**src/hdl/seq_ind_pkg.sv**
```systemverilog
package seq_ind_pkg;
	// Pulse lengths of the sequencer status output, in processor clocks
	localparam int PULSE_BOUNDARY = 1;
	localparam int PULSE_PENDING = 2;
	localparam int PULSE_IMMEDIATE = 3;
	localparam int PULSE_CNT_W = 2;
	localparam logic [1:0] PULSE_ZERO = 2'h0;
	localparam logic [1:0] PULSE_ONE = 2'h1;

	// Event classes presented to the status pulse generator
	typedef enum logic [1:0] {
		EV_NONE = 2'h0,
		EV_BOUNDARY = 2'h1,
		EV_PENDING = 2'h3,
		EV_IMMEDIATE = 2'h2
	} status_event_t;

	// Fault tracking states: Gray codes along boot, run, faulting, halted
	typedef enum logic [1:0] {
		FS_RUN = 2'h0,
		FS_BOOT = 2'h2,
		FS_IN_FAULT = 2'h1,
		FS_HALTED = 2'h3
	} fault_state_t;

	function automatic logic [1:0] pulse_len(input status_event_t ev);
		logic [1:0] len;
		len = PULSE_ZERO;
		unique case (ev)
		EV_NONE: len = PULSE_ZERO;
		EV_BOUNDARY: len = 2'(PULSE_BOUNDARY);
		EV_PENDING: len = 2'(PULSE_PENDING);
		EV_IMMEDIATE: len = 2'(PULSE_IMMEDIATE);
		endcase
		return len;
	endfunction
endpackage

```
**src/hdl/status_pulse_gen.sv**
```systemverilog
`timescale 1ns/1ns
`default_nettype none
module status_pulse_gen
	import seq_ind_pkg::*;
(
	input wire logic i_clk_n,
	input wire logic i_rst,
	input wire logic i_ce,
	input wire logic i_start,
	input wire status_event_t i_event,
	input wire logic i_halt,
	output logic o_status,
	output logic o_busy
);
	logic [1:0] remain;

	// Runs on the falling edge so the pin moves only there
	always_ff @(negedge i_clk_n) begin
		if (i_rst) begin
			remain <= PULSE_ZERO;
			o_status <= 1'b0;
		end else if (i_ce) begin
			if (i_halt) begin
				remain <= PULSE_ZERO;
				o_status <= 1'b1;
			end else if (i_start && i_event != EV_NONE) begin
				remain <= pulse_len(i_event) - PULSE_ONE;
				o_status <= 1'b1;
			end else if (remain != PULSE_ZERO) begin
				remain <= remain - PULSE_ONE;
				o_status <= 1'b1;
			end else begin
				o_status <= 1'b0;
			end
		end
	end

	assign o_busy = (remain != PULSE_ZERO);
endmodule
`default_nettype wire

```
**src/hdl/refill_gen.sv**
```systemverilog
`timescale 1ns/1ns
`default_nettype none
module refill_gen (
	input wire logic i_clk_n,
	input wire logic i_rst,
	input wire logic i_ce,
	input wire logic i_request,
	output logic o_refill
);
	// One falling-edge flop; a request shows one clock later, for as many clocks as it is held
	always_ff @(negedge i_clk_n) begin
		if (i_rst)
			o_refill <= 1'b0;
		else if (i_ce)
			o_refill <= i_request;
	end
endmodule
`default_nettype wire

```
**src/hdl/sequencer_activity_indicator.sv**
```systemverilog
// Summary of operation
// - Status pulses one clock at a boundary with next instruction starting.
// - Status pulses two clocks when a trace or interrupt is pending.
// - Status pulses three clocks on table search or immediate exceptions.
// - After double bus fault, status stays high until reset.
// - A bus error before the handler's first instruction is double fault.
// - Bus or address error during reset vector fetch also halts.
// - The external bus halt input never drives the halted indication.
// - All three outputs change only on falling clock edges.
// - Refill is asserted whenever the sequencer requests a pipeline refill, except while halted.
// - Condition-code-only arithmetic never requests a refill.
// - Writing the status register requests a refill.
// - Changing address translation requests a refill.
// - Decrement-branch refills before test, and again when false.
// - Refill is generated independently of the status output.
// - Refill is asserted before trace or interrupt handler prefetch.
// - Outputs come from sequencer events only, not bus cycles.
`timescale 1ns/1ns
`default_nettype none
module sequencer_activity_indicator
	import seq_ind_pkg::*;
(
	input wire logic I_REF_CLK,
	input wire logic I_RST,
	input wire logic I_CE,
	input wire logic I_INSTR_BOUNDARY,
	input wire logic I_TRACE_PENDING,
	input wire logic I_IRQ_PENDING,
	input wire logic I_ATC_MISS,
	input wire logic I_EXC_RESET,
	input wire logic I_EXC_BUS_ERROR,
	input wire logic I_EXC_ADDR_ERROR,
	input wire logic I_EXC_SPURIOUS,
	input wire logic I_EXC_AUTOVECTOR,
	input wire logic I_EXC_FLINE,
	input wire logic I_HANDLER_FIRST_INSTR,
	input wire logic I_RESET_FETCH_DONE,
	input wire logic I_BUS_HALT,
	input wire logic I_FLOW_CHANGE,
	input wire logic I_EXC_REFILL,
	input wire logic I_WRITE_STATUS_REG,
	input wire logic I_CC_ONLY_UPDATE,
	input wire logic I_XLATE_CHANGE,
	input wire logic I_DECR_BRANCH_START,
	input wire logic I_DECR_BRANCH_FALSE,
	output logic O_STATUS,
	output logic O_REFILL,
	output logic O_HALTED
);
	////////////////////////////////////////////////////////////////////////
	// Event classification
	status_event_t next_event;
	logic immediate_exc;
	logic fault_exc;

	assign immediate_exc = I_EXC_RESET | I_EXC_BUS_ERROR | I_EXC_ADDR_ERROR
		| I_EXC_SPURIOUS | I_EXC_AUTOVECTOR | I_EXC_FLINE;
	assign fault_exc = I_EXC_BUS_ERROR | I_EXC_ADDR_ERROR;

	// Immediate exceptions outrank boundary events; they are taken mid-flow
	always_comb begin
		next_event = EV_NONE;
		if (I_ATC_MISS || immediate_exc)
			next_event = EV_IMMEDIATE;
		else if (I_INSTR_BOUNDARY && (I_TRACE_PENDING || I_IRQ_PENDING))
			next_event = EV_PENDING;
		else if (I_INSTR_BOUNDARY)
			next_event = EV_BOUNDARY;
	end

	////////////////////////////////////////////////////////////////////////
	// Fault tracking; I_BUS_HALT deliberately not read here
	fault_state_t fstate;
	fault_state_t next_fstate;
	logic halted;

	always_comb begin
		next_fstate = fstate;
		unique case (fstate)
		FS_BOOT: begin
			if (fault_exc && !I_EXC_RESET)
				next_fstate = FS_HALTED;
			else if (I_RESET_FETCH_DONE)
				next_fstate = FS_RUN;
		end
		FS_RUN: begin
			if (I_EXC_BUS_ERROR)
				next_fstate = FS_IN_FAULT;
		end
		FS_IN_FAULT: begin
			if (I_EXC_BUS_ERROR)
				next_fstate = FS_HALTED;
			else if (I_HANDLER_FIRST_INSTR)
				next_fstate = FS_RUN;
		end
		FS_HALTED: next_fstate = FS_HALTED;
		endcase
	end

	// Processor reset is the only way out of the halted state
	always_ff @(negedge I_REF_CLK) begin
		if (I_RST)
			fstate <= FS_BOOT;
		else if (I_CE)
			fstate <= next_fstate;
	end

	assign halted = (fstate == FS_HALTED);

	always_ff @(negedge I_REF_CLK) begin
		if (I_RST)
			O_HALTED <= 1'b0;
		else if (I_CE)
			O_HALTED <= (next_fstate == FS_HALTED);
	end

	////////////////////////////////////////////////////////////////////////
	// Status pulse generation
	logic pulse_busy;
	logic start_ok;

	// A new event is not taken while pulse_busy is set; one may start in a pulse's last clock
	assign start_ok = !pulse_busy && !halted;

	status_pulse_gen u_status (
		.i_clk_n(I_REF_CLK),
		.i_rst(I_RST),
		.i_ce(I_CE),
		.i_start(start_ok),
		.i_event(next_event),
		.i_halt(next_fstate == FS_HALTED),
		.o_status(O_STATUS),
		.o_busy(pulse_busy)
	);

	////////////////////////////////////////////////////////////////////////
	// Refill request; separate path from status
	logic refill_req;

	// Condition-code-only updates are masked unless a real cause is present
	assign refill_req = !halted && (I_FLOW_CHANGE
		| I_EXC_REFILL
		| I_WRITE_STATUS_REG
		| I_XLATE_CHANGE
		| I_DECR_BRANCH_START
		| I_DECR_BRANCH_FALSE);

	refill_gen u_refill (
		.i_clk_n(I_REF_CLK),
		.i_rst(I_RST),
		.i_ce(I_CE),
		.i_request(refill_req),
		.o_refill(O_REFILL)
	);

	////////////////////////////////////////////////////////////////////////
	// Checks
	boundary_pulse_a: assert property (@(negedge I_REF_CLK) disable iff (I_RST)
		(I_CE && start_ok && next_event == EV_BOUNDARY
		&& next_fstate != FS_HALTED) |=> O_STATUS ##1 (!O_STATUS || !I_CE
		|| $past(start_ok)))
		else $error("boundary pulse longer than one clock");

	pending_pulse_a: assert property (@(negedge I_REF_CLK) disable iff (I_RST)
		(I_CE && start_ok && next_event == EV_PENDING
		&& next_fstate != FS_HALTED) ##1 I_CE |=> O_STATUS)
		else $error("pending pulse shorter than two clocks");

	immediate_pulse_a: assert property (@(negedge I_REF_CLK) disable iff (I_RST)
		(I_CE && start_ok && next_event == EV_IMMEDIATE) ##1 I_CE[*2]
		|=> O_STATUS)
		else $error("immediate pulse shorter than three clocks");

	halt_holds_a: assert property (@(negedge I_REF_CLK) disable iff (I_RST)
		halted |-> O_STATUS && O_HALTED)
		else $error("status dropped while halted");

	double_fault_a: assert property (@(negedge I_REF_CLK) disable iff (I_RST)
		(I_CE && fstate == FS_IN_FAULT && I_EXC_BUS_ERROR) |=> halted)
		else $error("double bus fault did not halt");

	boot_fault_a: assert property (@(negedge I_REF_CLK) disable iff (I_RST)
		(I_CE && fstate == FS_BOOT && fault_exc && !I_EXC_RESET) |=> halted)
		else $error("fault during reset fetch did not halt");

	bus_halt_ignored_a: assert property (@(negedge I_REF_CLK) disable iff (I_RST)
		(fstate == FS_RUN && I_CE && !I_EXC_BUS_ERROR) |=> !halted)
		else $error("halted without a fault");

	bus_halt_run_a: assert property (@(negedge I_REF_CLK) disable iff (I_RST)
		(fstate == FS_RUN && I_CE && I_BUS_HALT && !I_EXC_BUS_ERROR)
		|=> fstate == FS_RUN)
		else $error("halt input moved the sequencer");

	halt_sticky_a: assert property (@(negedge I_REF_CLK) disable iff (I_RST)
		halted |=> halted)
		else $error("halted state left without reset");

	halt_flag_a: assert property (@(negedge I_REF_CLK) disable iff (I_RST)
		O_HALTED == halted)
		else $error("halted output differs from state");

	first_berr_a: assert property (@(negedge I_REF_CLK) disable iff (I_RST)
		(I_CE && fstate == FS_RUN && I_EXC_BUS_ERROR)
		|=> fstate == FS_IN_FAULT)
		else $error("bus error not tracked");

	handler_clear_a: assert property (@(negedge I_REF_CLK) disable iff (I_RST)
		(I_CE && fstate == FS_IN_FAULT && I_HANDLER_FIRST_INSTR
		&& !I_EXC_BUS_ERROR) |=> fstate == FS_RUN)
		else $error("handler start did not end fault window");

	boot_exit_a: assert property (@(negedge I_REF_CLK) disable iff (I_RST)
		(I_CE && fstate == FS_BOOT && I_RESET_FETCH_DONE && !fault_exc)
		|=> fstate == FS_RUN)
		else $error("boot window not closed");

	////////////////////////////////////////////////////////////////////////
	// Pulse shape checks; a trace probe reads lengths, so ends matter too
	boundary_end_a: assert property (@(negedge I_REF_CLK) disable iff (I_RST)
		(I_CE && start_ok && next_event == EV_BOUNDARY
		&& next_fstate != FS_HALTED) ##1 (I_CE && next_event == EV_NONE
		&& next_fstate != FS_HALTED) |=> !O_STATUS)
		else $error("boundary pulse did not end");

	pending_end_a: assert property (@(negedge I_REF_CLK) disable iff (I_RST)
		(I_CE && start_ok && next_event == EV_PENDING
		&& next_fstate != FS_HALTED) ##1 I_CE ##1 (I_CE
		&& next_event == EV_NONE && next_fstate != FS_HALTED) |=> !O_STATUS)
		else $error("pending pulse longer than two clocks");

	immediate_end_a: assert property (@(negedge I_REF_CLK) disable iff (I_RST)
		(I_CE && start_ok && next_event == EV_IMMEDIATE
		&& next_fstate != FS_HALTED) ##1 I_CE[*2] ##1 (I_CE
		&& next_event == EV_NONE && next_fstate != FS_HALTED) |=> !O_STATUS)
		else $error("immediate pulse longer than three clocks");

	immediate_wins_a: assert property (@(negedge I_REF_CLK) disable iff (I_RST)
		(I_CE && start_ok && I_INSTR_BOUNDARY && (I_ATC_MISS || immediate_exc))
		##1 I_CE[*2] |=> O_STATUS)
		else $error("boundary outranked an immediate exception");

	busy_holds_a: assert property (@(negedge I_REF_CLK) disable iff (I_RST)
		(I_CE && pulse_busy) |=> O_STATUS)
		else $error("status dropped inside a pulse");

	no_event_quiet_a: assert property (@(negedge I_REF_CLK) disable iff (I_RST)
		(I_CE && start_ok && next_event == EV_NONE
		&& next_fstate != FS_HALTED) |=> !O_STATUS)
		else $error("status without a sequencer event");

	freeze_a: assert property (@(negedge I_REF_CLK) disable iff (I_RST)
		!I_CE |=> $stable(fstate) && $stable(O_STATUS) && $stable(O_REFILL))
		else $error("state moved while clock enable low");

	refill_quiet_a: assert property (@(negedge I_REF_CLK) disable iff (I_RST)
		(I_CE && !refill_req) |=> !O_REFILL)
		else $error("refill without a request");

	halt_no_refill_a: assert property (@(negedge I_REF_CLK) disable iff (I_RST)
		(I_CE && halted) |=> !O_REFILL)
		else $error("refill shown while halted");

	refill_follows_a: assert property (@(negedge I_REF_CLK) disable iff (I_RST)
		(I_CE && refill_req) |=> O_REFILL)
		else $error("refill request not shown");

	cc_only_a: assert property (@(negedge I_REF_CLK) disable iff (I_RST)
		(I_CE && I_CC_ONLY_UPDATE && !I_FLOW_CHANGE && !I_EXC_REFILL
		&& !I_WRITE_STATUS_REG && !I_XLATE_CHANGE && !I_DECR_BRANCH_START
		&& !I_DECR_BRANCH_FALSE) |=> !O_REFILL)
		else $error("refill on condition-code-only update");
endmodule
`default_nettype wire

```
**config.mk**
```make
export PLATFORM = sky130hd
export DESIGN_NAME = sequencer_activity_indicator
export DESIGN_NICKNAME = d
export VERILOG_FILES = /design/src/hdl/seq_ind_pkg.sv /design/src/hdl/status_pulse_gen.sv /design/src/hdl/refill_gen.sv /design/src/hdl/sequencer_activity_indicator.sv
export SDC_FILE = /design/constraint.sdc
export NUM_CORES = 1
export LEC_CHECK = 0
export ABC_AREA = 0
export BUFFER_PORTS_ARGS = -buffer_cell sky130_fd_sc_hd__buf_2
export CAP_MARGIN = 20
export CORE_AREA = 5 5 42 44
export CTS_BUF_LIST = sky130_fd_sc_hd__clkbuf_8
export CTS_CLUSTER_DIAMETER = 120
export CTS_CLUSTER_SIZE = 25
export DETAILED_ROUTE_END_ITERATION = 8
export DIE_AREA = 0 0 47 49
export PLACE_DENSITY = 0.65
export SETUP_SLACK_MARGIN = 0.05
export SYNTH_ARGS = -nofsm -noshare
export SYNTH_HDL_FRONTEND = slang
export SYNTH_SLANG_ARGS = --single-unit
```
**constraint.sdc**
```tcl
create_clock -name I_REF_CLK -period 2.7 [get_ports I_REF_CLK]
set_clock_uncertainty 0.1 [all_clocks]
set_input_delay 0.81 -clock I_REF_CLK [delete_from_list [all_inputs] [get_ports I_REF_CLK]]
set_output_delay 0.81 -clock I_REF_CLK [all_outputs]
set_load 0.01 [all_outputs]
```
==> results of run 1 <==
[tightest hold or removal path: cells and delay by family (launching register included)]
family	cells	cell delay [ns]
AO/OA/AOI/OAI	1	0.05
flip-flops	1	0.31
AND/OR/NAND/NOR	1	0.06
[metrics by stage]
stage          power, mW  TNS (ns)  instance area, µm²  std cells  setup slack [ns]
2_1_floorplan      0.201     -3.92                 533         57            -0.901
3_3_place_gp       0.244     -5.89                 728        103             -1.09
3_5_place_dp       0.246     -6.05                 728        103             -1.15
4_1_cts            0.447     -4.48                 941        118            -0.805
5_1_grt            0.472     -4.85                 942        117            -0.863
6_report           0.441     -4.44                 942        117            -0.801
[cell families after synthesis]
logic type                 synth area share (%)
AOI/OAI and AO/OA                          34.5
and+or+nand+nor                            25.3
DFF                                        30.4
buffers and inverters                      4.89
muxes                                      2.17
adders and majority gates                  2.72
[flip-flops by register name (all words and copies together) (netlist names)]
name and count:
u_status.remain 2, fstate 2, u_refill.o_refill 1, O_HALTED 1, u_status.o_status 1
[layout by cell type, fill, tap and decap left out, drive strengths merged]
master,count
nor2b,2
nand2,1
o311ai,1
or2,1
inv,11
and3,2
o211ai,2
a211o,1
nand4,1
dfxtp,7
nand2b,3
nor3,1
ha,1
o21bai,1
o211a,1
nand3,2
a31oi,2
a211oi,1
o21ai,2
nand3b,1
buf,36
o41ai,1
a2111oi,1
mux2i,1
clkbuf,3
a21oi,6
or3,2
nor4,1
nor2,2
a21o,1
o31a,1
or4,1
a31o,1
[worst paths after layout]
path	slack (ns)	endpoint	cells past startpoint	from
worst max-delay path	-0.80	u_status.remain[1]$_SDFFE_NP0P_	7	I_ATC_MISS
worst min-delay path	0.37	u_refill.o_refill$_SDFFE_NP0P_	2	u_refill.o_refill$_SDFFE_NP0P_
worst max register to register	1.02	u_status.o_status$_SDFFE_NP0P_	4	fstate[0]$_SDFFE_NP0P_
worst min register to register	0.37	u_refill.o_refill$_SDFFE_NP0P_	2	u_refill.o_refill$_SDFFE_NP0P_
[timing repair]
item / in CTS / in global routing
buffers inserted: 5 / 0
setup endpoints to repair: 10 / 10
resized for setup: 24 / 4
pin swaps: 9 / 3
hold buffers: 0 / 0
[where the power goes]
part           switching (mW)  internal [mW]  total [mW]  leakage [nW]
registers              0.0132          0.114       0.128        0.0587
clock network          0.0714          0.113       0.184        0.0642
logic                  0.0527         0.0768       0.129         0.287
[synth_stat cells]
master,number,share of area [%]
dfxtp_1,7,30
a21oi_1,6,6.5
inv_1,4,3.3
nand2b_1,3,4.1
a31oi_1,2,2.7
and3_1,2,2.7
nand3_1,2,2.2
nor2_1,2,1.6
nor2b_1,2,2.7
o211ai_1,2,3.3
o21ai_0,2,2.2
or3_1,2,2.7
a2111oi_2,1,3.3
a211o_1,1,1.9
a211oi_1,1,1.6
a21o_1,1,1.6
a31o_2,1,1.9
buf_1,1,0.81
clkbuf_1,1,0.81
ha_1,1,2.7
mux2i_1,1,2.2
nand2_1,1,0.81
nand3b_1,1,1.6
nand4_1,1,1.4
nor3_1,1,1.1
nor4_1,1,1.4
o211a_2,1,2.2
o21bai_1,1,1.6
o311ai_0,1,1.9
o31a_1,1,1.9
o41ai_1,1,1.9
or2_2,1,1.4
or4_1,1,1.6
[layout make-up]
type / count / area, µm² / area share (%)
inverters: 3 / 11.3 / 1.20
repair buffers: 36 / 287 / 30.4
clock buffers: 3 / 41.3 / 4.38
flip-flops and latches: 7 / 144 / 15.3
clock inverters: 8 / 30.0 / 3.19
multi-input cells: 44 / 409 / 43.4
well taps: 16 / 20.0 / 2.12
[routing by layer]
layer / routed length (µm) / up-vias / track usage (%)
li1: - / 305 / -
met1: 536 / 280 / 16.6
met2: 717 / 11 / 19.2
met3: 77 / 0 / 7.75
met4: 0 / 0 / 4.61
met5: 0 / - / 0
==> summary.txt, run 1 <==
Worst VDD drop -> 0.396 mV
Post-DP HPWL -> 1000 µm
die area -> 2300 µm²
Via Count -> 596
largest net degree at the start of global routing -> 11
global-route wire length before repair -> 2.28 mm
min-delay worst type -> register to register
DRC viols -> 0
row count -> 14
crit-path leading delay family -> compound AO/OA/AOI/OAI gates
die width -> 47 µm
CP max stage delay -> 0.30 ns
routability cong. -> 0.734
CTS tree -> yes
# setup viols final -> 10
fill cell count -> 119
clock buffer count from CTS -> 3
Hold WS -> 0.368 ns
data arrival time of the critical path -> 2.24 ns
area growth from synthesis to layout -> 105%
core footprint -> 1400 µm²
Synthesized Nets -> 81
final WL -> 1.33 mm
CP startpoint kind -> input pin
PwrDens -> 469 nW/µm²
Routed Antenna Nets -> 0
Final Worst Setup Slack -> -0.801 ns
die height -> 49 µm
via-per-instance ratio -> 5.09
worst path required time -> 1.44 ns
WP buf/inv -> 1
ANT cells -> 0
LEAKAGE -> 0.410 nW
yosys warns -> 0
register area share after synthesis -> 30.4%
Mean Syn Cell Area -> 8.08 µm²
Final nets -> 126
final hold vios -> 0
wire per inst -> 11.4 µm
fraction of layout instances using a drive strength above 1 -> 57.4%
Initial Util -> 32.9%
Cell Area, Synth -> 460 µm²
IO Pins -> 26
Max Root-Sink Buffers -> 2
Mapped Cells -> 57
Root Buffer -> clkbuf_8
Finished Core Util -> 67.2%
max_cap viols -> 0
slowest stage cell on the critical path -> nor4_4
CTS sink cnt -> 7
Synth cell types -> 33
Worst Tran Pin Value -> 0.324 ns
status -> finished, violations left
total global-route track usage -> 13.5%
H-tree levels -> 1
final max-slew violation count -> 0
GRT overflow -> 0
FF+latch count, synth -> 7
vias in the first global route -> 576
crit-path max FO -> 3
CP Capture Type -> register
RSZ-0062 raised after global routing -> yes
Reg clk slew, reported paths -> 0.03 ns
max_slew headroom -> 78.4%
failing checks -> setup timing
worst skew pair latency -> 0.30 ns
initial drt markers -> 2
First-pass DRT Iterations -> 4
CP cell instances -> buf_6 > nor4_4 > and3_1 > ha_2 > a31oi_2 > a21oi_1 > o41ai_1
port buffer count -> 23
initial antenna violation count -> 0
WS Path Type -> input pin to register
No activity file was read; power rests on OpenSTA's default activity.
==> inputs of run 2 (changes only) <==
Settings changed: GPL_TIMING_DRIVEN set to 0, PLACE_DENSITY 0.65 to 0.69, SYNTH_HIERARCHICAL set to 1.
==> run 2 against run 1 <==
Effect of this change: sequential share of layout area increased by 1.5 points; the flow still finishes with violations (setup timing); utilization fell by 6.2 points; clock-buffer cell count is the same; flip-flop and latch count is the same; combinational power shrank 23%; sequential power fell by 5%; wire length up 7.9%; area after synthesis up 9.2%; cell area shrank 9.2%; die area did not move; final cell count shrank 4.3%.
==> summary.txt, run 2 <==
worst path required time -> 1.42 ns
GRT overflow -> 0
data arrival time of the critical path -> 2.44 ns
H-tree levels -> 1
register area share after synthesis -> 27.9%
PwrDens -> 469 nW/µm²
Routed Antenna Nets -> 0
Final Worst Setup Slack -> -1.02 ns
setup slack after placement -> -1.47 ns
max_slew headroom -> 82.4%
core footprint -> 1400 µm²
worst skew pair latency -> 0.29 ns
area growth from synthesis to layout -> 70.1%
count leader, synth -> inv_1
die area -> 2300 µm²
row count -> 14
WS Path Type -> input pin to register
clock buffer count from CTS -> 3
PnR Total Power -> 402 µW
crit-path max FO -> 4
Final nets -> 123
Post-synth EDFFs -> 0
max_cap viols -> 0
Most used DFF post-synth -> dfxtp_1
largest family of logic cells by synthesized area -> simple AND/OR/NAND/NOR gates
Post-Synth Simple-Gate Area -> 29.4%
commonest non-fill, non-tap cell in the layout -> buf_2
# setup viols final -> 10
wire per inst -> 12.8 µm
Finished Core Util -> 61.1%
CTS tree -> yes
top flop regs -> fstate x2, u_status/remain x2
routability cong. -> 0.692
final hold vios -> 0
die height -> 49 µm
Synthesized Nets -> 87
First-pass DRT Iterations -> 4
FF+latch count, synth -> 7
yosys warns -> 6
CTS sink cnt -> 7
Synth Area in Adders -> 7.46%
Mapped Cells -> 61
post-synthesis compound-gate area fraction -> 23.6%
most frequent cells after synthesis -> 8 x inv_1, 7 x dfxtp_1, 5 x nor2_1
RSZ-0062 raised after global routing -> yes
ANT cells -> 0
hold depth -> 2
CP startpoint kind -> input pin
XOR/XNOR Fraction of Synth Area -> 1.74%
IO Pins -> 26
LEAKAGE -> 0.418 nW
Reg clk slew, reported paths -> 0.03 ns
top post-synthesis cells by area -> dfxtp_1 28%, ha_1 7.5%, inv_1 6.0%, mux2i_1 4.0%, o21ai_0 4.0%
global-route wire length before repair -> 2.08 mm
asr flop ratio synth -> 0%
vias in the first global route -> 549
fill cell count -> 130
initial drt markers -> 10
Mean Syn Cell Area -> 8.25 µm²
status -> finished, violations left
fraction of layout instances using a drive strength above 1 -> 50.0%
Synth cell types -> 30
Initial Util -> 35.9%
die width -> 47 µm
CP Capture Type -> register
total global-route track usage -> 12.3%
min-delay worst type -> register to register
R2R depth -> 6
final max-slew violation count -> 0
Synth top area share -> 27.9%
Worst Tran Pin Value -> 0.263 ns
Worst VDD drop -> 0.332 mV
R2R Setup Slk -> 1.08 ns
Cell Area, Synth -> 503 µm²
post-synthesis mux area share -> 3.98%
final WL -> 1.44 mm
port buffer count -> 23
Root Buffer -> clkbuf_8
Max Root-Sink Buffers -> 2
initial antenna violation count -> 0
Via Count -> 571
commonest cells after routing, fill and taps aside -> 16 x buf_2, 12 x inv_1, 8 x buf_6
DRC viols -> 0
largest net degree at the start of global routing -> 10
leading area contributor after synthesis -> dfxtp_1
failing checks -> setup timing
via-per-instance ratio -> 5.10
-- run 2: what timing repair did --
item | 4_1_cts | 5_1_grt
gates resized for setup | 15 | 11
pin swaps | 7 | 8
hold buffers | 0 | 0
setup endpoints to repair | 10 | 10
buffers inserted | 1 | 3
-- run 2: final cells by class --
class	count	area (µm²)	area share, %
Multi-Input combinational cell	46	399	46.6
Tap cell	16	20.0	2.34
Timing Repair Buffer	27	200	23.4
Inverter	5	21.3	2.49
Clock inverter	8	30.0	3.51
Clock buffer	3	41.3	4.82
Sequential cell	7	144	16.8
-- run 2: cells by family after synthesis --
group                    Yosys count
AO/OA/AOI/OAI                     17
XOR/XNOR                           1
adder cells (fa/ha/maj)            3
buffers and inverters              8
flip-flops                         7
multiplexers                       2
AND/OR/NAND/NOR                   23
-- run 2: where the power goes --
group / internal [mW] / total [mW] / switching (mW)
logic: 0.0571 / 0.0993 / 0.0422
registers: 0.114 / 0.122 / 0.00856
clock network: 0.113 / 0.180 / 0.0671
-- run 2: per-layer routing --
layer  vias up  GRT usage (%)  part of all wire (%)  wire length [µm]
met2        18           20.6                    54               773
met3         2           4.80                   7.9               113
met1       261           11.9                    37               525
met5         -              0                     0                 0
li1        290              -                     -                 -
met4         0           7.37                   1.5                22
-- run 2: final timing paths --
check	from	to
setup / recovery	I_ATC_MISS	u_status/remain[0]$_SDFFE_NP0P_
hold / removal	O_HALTED$_SDFFE_NP0P_	O_HALTED$_SDFFE_NP0P_
setup reg to reg	fstate[1]$_SDFFE_NP1P_	u_status/remain[1]$_SDFFE_NP0P_
hold reg to reg	O_HALTED$_SDFFE_NP0P_	O_HALTED$_SDFFE_NP0P_
-- run 2: worst max-delay path, stage by stage --
cell     delay [ns]
buf_6          0.09
or4_4          0.54
nor4_4         0.16
and2_4         0.20
inv_4          0.04
ha_4           0.15
nor2b_4        0.13
mux2i_1        0.09
a22o_1         0.23
-- run 2: stage by stage --
step                hold WS (ns)  std cells  TNS, ns  instance area [µm²]
global route               0.429        112    -5.29                  856
global placement           0.371        100    -5.90                  651
detailed placement         0.387        100    -6.12                  651
finish                     0.395        112    -4.84                  856
CTS                        0.394        109    -4.75                  783
floorplan                  0.371         61    -4.49                  515
